File: config.mk
export PLATFORM = sky130hd
export DESIGN_NAME = tdd_top
export DESIGN_NICKNAME = d
export VERILOG_FILES = /design/src/tdd_pkg.sv /design/src/tdd_top.sv /design/src/tdd_delay.sv
export SDC_FILE = /design/constraint.sdc
export NUM_CORES = 1
export LEC_CHECK = 0
export ABC_CLOCK_PERIOD_IN_PS = 2900
export BUFFER_PORTS_ARGS = -buffer_cell sky130_fd_sc_hd__buf_4
export CORE_ASPECT_RATIO = 1.4
export CORE_UTILIZATION = 35
export DETAILED_ROUTE_END_ITERATION = 6
export PLACE_DENSITY = 0.56
export REMOVE_ABC_BUFFERS = 1
export SYNTH_ARGS = -nofsm -noshare
export SYNTH_HDL_FRONTEND = slang
export SYNTH_SLANG_ARGS = --single-unit
File: constraint.sdc
create_clock -name clk -period 2.9 [get_ports clk]
set_input_delay 0.29 -clock clk [delete_from_list [all_inputs] [get_ports clk]]
set_output_delay 0.29 -clock clk [all_outputs]
set_load 0.02 [all_outputs]
File: src/tdd_pkg.sv
// Purpose: shared constants and types for trigger debounce and delay
// Assumes: 200 MHz system clock
// Notes:   times in microseconds; cycle counts derived here
package tdd_pkg;

  localparam int unsigned CLK_MHZ          = 200;
  localparam int unsigned TICK_NS          = 1000;
  localparam int unsigned CLK_PERIOD_NS    = 5;
  localparam int unsigned TICK_CYCLES      = TICK_NS / CLK_PERIOD_NS;
  localparam int unsigned DEB_MAX_US       = 1000000;
  localparam int unsigned DLY_MAX_US       = 10000000;
  localparam int unsigned DEB_W            = 20;
  localparam int unsigned DLY_W            = 24;
  localparam logic        LINE_RST         = 1'b0;
  localparam logic [1:0]  LINE_SEL_FIRST   = 2'h1;

  typedef enum logic [1:0] {
    TDD_SEL_ACQ_START,
    TDD_SEL_FRAME_START
  } tdd_sel_e;

  typedef enum logic {
    TDD_SCHEME_STANDARD,
    TDD_SCHEME_LEGACY
  } tdd_scheme_e;

  typedef enum logic {
    TDD_MODE_OFF,
    TDD_MODE_ON
  } tdd_mode_e;

  // per-trigger configuration
  typedef struct packed {
    tdd_mode_e          mode;
    logic               sw_source;
    logic               sw_fire;
    logic               delay_en;
    logic [DLY_W-1:0]   delay_us;
  } tdd_trig_cfg_s;

  // per-trigger output
  typedef struct packed {
    logic               fire;
    logic               busy;
  } tdd_trig_out_s;

endpackage

File: src/tdd_top.sv
// Purpose: hardware trigger debounce plus acquisition/frame trigger delay
// Assumes: inputs synchronous to clk; settings static while triggers flow
// Notes:   tick from clk; software/internal triggers bypass the delay
// Behaviour
// - level change accepted only after holding steady for debounce time
// - pulses shorter than debounce time are discarded
// - valid rising edge forwarded delayed by the debounce time
// - debounce time set in microseconds, zero to about one second
// - debounce setting applies to selected line; first line has debouncer
// - programmable microsecond delay between hardware trigger and action
// - trigger delay ranges zero to ten million microseconds
// - zero delay means trigger acts without added delay
// - delay may apply to hardware acquisition-start trigger in both schemes
// - default scheme also allows delay on hardware frame-start trigger
// - no delay on internal or software acquisition-start triggers
// - no delay on internal or software frame-start triggers
`timescale 1ns/1ps
module tdd_top
  import tdd_pkg::*;
(
  // clock and reset
  input  wire logic                         clk,
  input  wire logic                         nrst,
  // input line
  input  wire logic                         first_input_line,
  // debouncer settings
  input  wire logic [1:0]                   line_sel,
  input  wire logic [tdd_pkg::DEB_W-1:0]    debounce_us,
  input  wire logic [tdd_pkg::DEB_W-1:0]    debounce_wr_val,
  // scheme and triggers
  input  wire tdd_pkg::tdd_scheme_e         scheme,
  input  wire tdd_pkg::tdd_trig_cfg_s       acq_cfg,
  input  wire tdd_pkg::tdd_trig_cfg_s       frm_cfg,
  input  wire logic                         internal_acq,
  input  wire logic                         internal_frm,
  // outputs
  output logic                              line_debounced_q,
  output tdd_pkg::tdd_trig_out_s            acq_out_q,
  output tdd_pkg::tdd_trig_out_s            frm_out_q
);
  logic [1:0]       rst_sync_q;
  logic             rst_n;
  logic [7:0]       tick_cnt_q;
  logic             tick_q;
  logic [DEB_W-1:0] deb_time_q;
  logic [DEB_W-1:0] deb_cnt_q;
  logic             hw_edge_q;
  logic             acq_fire, acq_busy, frm_fire, frm_busy;
  logic             acq_apply, frm_apply;
  logic             acq_sw, frm_sw;

  always_ff @(posedge clk or negedge nrst) begin
    if (!nrst) rst_sync_q <= 2'h0;
    else rst_sync_q <= {rst_sync_q[0], 1'b1};
  end
  assign rst_n = rst_sync_q[1];

  // microsecond timebase
  always_ff @(posedge clk or negedge rst_n) begin
    if (!rst_n) begin
      tick_cnt_q <= 8'h00;
      tick_q     <= 1'b0;
    end else if (tick_cnt_q == 8'(TICK_CYCLES - 1)) begin
      tick_cnt_q <= 8'h00;
      tick_q     <= 1'b1;
    end else begin
      tick_cnt_q <= tick_cnt_q + 8'h01;
      tick_q     <= 1'b0;
    end
  end

  // debounce time latched only when first line is selected
  always_ff @(posedge clk or negedge rst_n) begin
    if (!rst_n) deb_time_q <= '0;
    else if (debounce_wr_val == debounce_us && line_sel == LINE_SEL_FIRST) begin
      deb_time_q <= (debounce_us > DEB_W'(DEB_MAX_US)) ? DEB_W'(DEB_MAX_US) : debounce_us;
    end
  end

  // debouncer
  always_ff @(posedge clk or negedge rst_n) begin
    if (!rst_n) begin
      line_debounced_q <= LINE_RST;
      deb_cnt_q        <= '0;
      hw_edge_q        <= 1'b0;
    end else begin
      hw_edge_q <= 1'b0;
      if (first_input_line == line_debounced_q) begin
        deb_cnt_q <= '0;
      end else if (deb_time_q == '0 || deb_cnt_q > deb_time_q) begin
        // one extra tick covers the partial first microsecond
        line_debounced_q <= first_input_line;
        deb_cnt_q        <= '0;
        hw_edge_q        <= first_input_line;
      end else if (tick_q) begin
        deb_cnt_q <= deb_cnt_q + DEB_W'(1);
      end
    end
  end

  assign acq_apply = acq_cfg.delay_en;
  assign frm_apply = frm_cfg.delay_en && scheme == TDD_SCHEME_STANDARD;

  tdd_delay #(.W(DLY_W)) u_acq (
    .clk         (clk),
    .rst_n       (rst_n),
    .tick        (tick_q),
    .hw_edge     (hw_edge_q && acq_cfg.mode == TDD_MODE_ON && !acq_cfg.sw_source),
    .apply_delay (acq_apply),
    .delay_us    ((acq_cfg.delay_us > DLY_W'(DLY_MAX_US)) ? DLY_W'(DLY_MAX_US) : acq_cfg.delay_us),
    .fire_q      (acq_fire),
    .busy_q      (acq_busy)
  );

  tdd_delay #(.W(DLY_W)) u_frm (
    .clk         (clk),
    .rst_n       (rst_n),
    .tick        (tick_q),
    .hw_edge     (hw_edge_q && frm_cfg.mode == TDD_MODE_ON && !frm_cfg.sw_source
                  && scheme == TDD_SCHEME_STANDARD),
    .apply_delay (frm_apply),
    .delay_us    ((frm_cfg.delay_us > DLY_W'(DLY_MAX_US)) ? DLY_W'(DLY_MAX_US) : frm_cfg.delay_us),
    .fire_q      (frm_fire),
    .busy_q      (frm_busy)
  );

  // undelayed internal and software triggers
  assign acq_sw = (acq_cfg.mode == TDD_MODE_OFF) ? internal_acq
                  : (acq_cfg.sw_source && acq_cfg.sw_fire);
  assign frm_sw = (frm_cfg.mode == TDD_MODE_OFF) ? internal_frm
                  : (frm_cfg.sw_source && frm_cfg.sw_fire);

  always_ff @(posedge clk or negedge rst_n) begin
    if (!rst_n) begin
      acq_out_q <= '0;
      frm_out_q <= '0;
    end else begin
      acq_out_q <= '{fire: acq_fire | acq_sw, busy: acq_busy};
      frm_out_q <= '{fire: frm_fire | frm_sw, busy: frm_busy};
    end
  end
endmodule

File: src/tdd_delay.sv
// Purpose: one trigger delay channel counted in microsecond ticks
// Assumes: tick is a one-cycle pulse every microsecond
// Notes:   new triggers while a delay runs are ignored
`timescale 1ns/1ps
module tdd_delay
  import tdd_pkg::*;
#(
  parameter int unsigned W = tdd_pkg::DLY_W
) (
  // clock and reset
  input  wire logic         clk,
  input  wire logic         rst_n,
  // timebase
  input  wire logic         tick,
  // trigger in
  input  wire logic         hw_edge,
  input  wire logic         apply_delay,
  input  wire logic [W-1:0] delay_us,
  // trigger out
  output logic              fire_q,
  output logic              busy_q
);
  logic [W-1:0] cnt_q;

  always_ff @(posedge clk or negedge rst_n) begin
    if (!rst_n) begin
      busy_q <= 1'b0;
      cnt_q  <= '0;
      fire_q <= 1'b0;
    end else begin
      fire_q <= 1'b0;
      if (!busy_q) begin
        if (hw_edge) begin
          if (!apply_delay || delay_us == '0) begin
            fire_q <= 1'b1;
          end else begin
            busy_q <= 1'b1;
            cnt_q  <= delay_us;
          end
        end
      end else if (tick) begin
        if (cnt_q == W'(1)) begin
          busy_q <= 1'b0;
          fire_q <= 1'b1;
        end
        cnt_q <= cnt_q - W'(1);
      end
    end
  end
endmodule

==> impl_metrics.tcl <==
set metrics [dict create \
    outcome "complete, no violations" \
    worstSetupPathType "flip-flop to flip-flop" \
    dpl_cell_area_sq_um 7980 \
    slowest_stage "or4b_2" \
    slew_headroom_pct 42.0 \
    die_height_um 167 \
    rr_endpoint "u_acq.cnt_q[14]" \
    vdd_ir_drop_max_v 0.000284 \
    core_area_sq_um 19100 \
    grt_pass1_vias 6128 \
    root_buffer "clkbuf_16" \
    endpoint "u_acq.cnt_q[14]" \
    avgViaCountPerCell 5.68 \
    initial_core_util_pct 35.6 \
    cap_violations 0 \
    worstSkewPairLatency_ps 360 \
    seq_area_sq_um 2730 \
    worstPathArrival_ps 2980 \
    slowest_delay_ps 670 \
    p_per_area_nw_per_um2 450 \
    finClkSkew_ps 8.76 \
    yosysSeqAreaShare_pct 40.1 \
    worstPathRequired_ps 3150 \
    cts-buffers-inserted 9 \
    fp.dieW_um 120 \
    final_max_slew_viol_count 0 \
    io_pins 109 \
    cts_setup_buffers 0 \
    rows 60 \
    path_max_fanout 8 \
    wl_um 19700 \
    critPathTopFamily "simple AND/OR/NAND/NOR gates" \
    worst_pin_slew_ps 862 \
    synth_top_area_share_pct 40.1 \
    drive_above_1_share_pct 19.1 \
    reg2reg_slack_ps 170 \
    wl_per_cell_um 17.8 \
    leakage_nw 3.60 \
    synthCells 741 \
    multiInputGateArea_sq_um 3740 \
    avgSynthCellArea_sq_um 9.19 \
    gp_congestion 0.848 \
    worst-path-buf-inv 1 \
    grt_max_degree 56 \
    start_kind "flip-flop" \
    clock-sinks 109 \
    netlist_area_sq_um 6810 \
    reg2regPathDepth 7 \
    end_kind "flip-flop" \
    yosysTopAreaCell "dfrtp_1" \
    async_reset_ff_share_pct 100 \
    first_pass_iters 5 \
    port_buffers 108 \
    crit_cells 7 \
    antenna_found_initial 0 \
    p_total_mw 3.73 \
    clkTransAtPathRegs_ps 80 \
    finalCritPeriodShare_pct 94.0 \
    ys_types 67 \
    design_area_sq_um 8290 \
    final_net_count 980 \
    max_freq_ghz 0.367 \
    rsz0062_at_grt "no" \
    hp-start "frm_cfg[5]" \
    syn2layout_area_growth_pct 21.7 \
    die-area_sq_um 20000 \
    hold_viol_final 0 \
    cts_buffer_depth 2 \
    drc_errors 0 \
    ys_seq_elements 109 \
    dpl.hpwl_um 14800 \
    tritoncts "built" \
    synth-edff-count 0 \
    crit_start "u_acq.cnt_q[0]" \
    hp-class "primary input to flip-flop" \
    crit_chain "inv_1 -> ha_1 -> or4b_2 -> or4_1 -> o311ai_1 -> o31ai_1 -> a221o_1" \
    antenna_cells 0 \
    grt_pass1_wl_um 32000 \
    grt_use_total_pct 20.3 \
    fillerInstances 1908 \
    yosys_most_used_dff "dfrtp_1" \
    fin_crit_ps 2730 \
    yosys-top-cells-area "dfrtp_1, ha_1, xor2_1" \
    r2r-start "u_acq.cnt_q[0]" \
    finalSetupViolations 0 \
    htree_levels 3 \
    ant_nets 0 \
    yosysWarnings 0 \
    detailedRoute.firstIterationViolations 365 \
    grt.overflow.total 0 \
    cts_resized 0 \
    vias 6264 \
]
-- worst min path at each step --
stage / slack (ps) / cells after the start / endpoint
CTS: 150 / 2 / u_frm.cnt_q[8]
finish: 150 / 2 / u_frm.cnt_q[5]
detailed placement: 80 / 1 / rst_sync_q[1]
global placement: 70 / 1 / rst_sync_q[0]
global route: 160 / 2 / u_frm.cnt_q[5]
floorplan: -6 / 0 / rst_sync_q[0]
-- cells in the mapped netlist, types with 6 or more instances --
library cell and count:
a22o_1 12, nor3_1 52, inv_1 54, o21ai_0 17
buf_2 6, nand3_1 31, a211o_1 8, clkbuf_1 23
xnor2_1 13, dfrtp_1 109, a211oi_1 10, o31ai_1 8
mux2i_1 7, nor4_1 34, or4_1 9, nor2_1 42
ha_1 26, a21oi_1 15, nand4_1 21, a221o_1 16
o311a_1 7, o211ai_1 11, or3_1 10, a221oi_1 9
and3_1 8, nand2_1 49, nor2b_1 6, xor2_1 33
-- repair_timing --
| action | 4_1_cts | 5_1_grt |
|---|---|---|
| hold endpoints to repair | 2 | 0 |
| hold buffers | 1 | 0 |
| endpoints found under the setup margin | 0 | 0 |
-- cell usage in the layout (no fill, tap or decap), types with 7 or more instances in the layout --
master	Yosys	final
o31ai_1	8	8
nor3_1	52	52
nand3_1	31	31
o21ai_0	17	17
a221o_1	16	16
a22o_1	12	12
a211o_1	8	8
clkbuf_16	0	9
a221oi_1	9	9
buf_4	0	129
nand4_1	21	21
nand2_1	49	49
xor2_1	33	33
and3_1	8	8
a21oi_1	15	15
xnor2_1	13	13
inv_1	54	54
a211oi_1	10	10
dfrtp_1	109	108
o211ai_1	11	11
nor2_1	42	42
nor4_1	34	34
ha_1	26	26
or4_1	9	9
mux2i_1	7	7
or3_1	10	10
o311a_1	7	7
-- cell families (layout without fill, tap and decap cells) --
family          after synthesis  count (layout)  synth area share, %
simple gates                296             296                 23.3
compound gates              163             163                 19.1
flops                       109             109                 40.1
buf+inv                      88             202                 4.96
xor+xnor                     46              46                 5.92
fa+ha+maj                    26              26                 4.78
mux                          12              12                 1.86
other cells                   1               1               0.0551
-- flip-flops by register name, indices dropped and copies added, names as in the netlist, 2 cells and up --
name,flops
frm_out_q,2
acq_out_q,2
deb_cnt_q,20
tick_cnt_q,8
rst_sync_q,2
u_acq.cnt_q,24
u_frm.cnt_q,24
deb_time_q,20
-- cell type report --
class                   count  area share, %
inverters                  55           2.49
well taps                 248           3.74
repair buffers            131           12.0
multi-input cells         544           45.2
flip-flops and latches    109           33.0
clock buffers               9           2.72
clock inverters             7          0.876
-- stage by stage --
stage,hold WS (ps),utilization (%),cells,setup TNS [ps],worst slack [ps]
2_1_floorplan,-5.59,-,708,-38660,-361
4_1_cts,148,43.3,1103,0,180
5_1_grt,164,43.3,1103,0,54.5
3_5_place_dp,75.8,41.7,1086,0,182
3_3_place_gp,72.6,41.7,1086,0,235
6_report,154,43.3,1103,0,173
-- power breakdown --
group          switching, mW  internal [mW]  leakage, nW
Sequential             0.177           1.65         1.39
Combinational          0.308          0.308         2.06
Clock                  0.615          0.674        0.142
-- per-layer routing --
layer,track usage [%],routed length [um],up-vias
li1,-,-,3042
met1,24.5,8360,3000
met2,35.6,9990,175
met3,2.77,723,47
met4,9.18,599,0
met5,0,0,-
No activity file was read; power rests on OpenSTA's default activity.
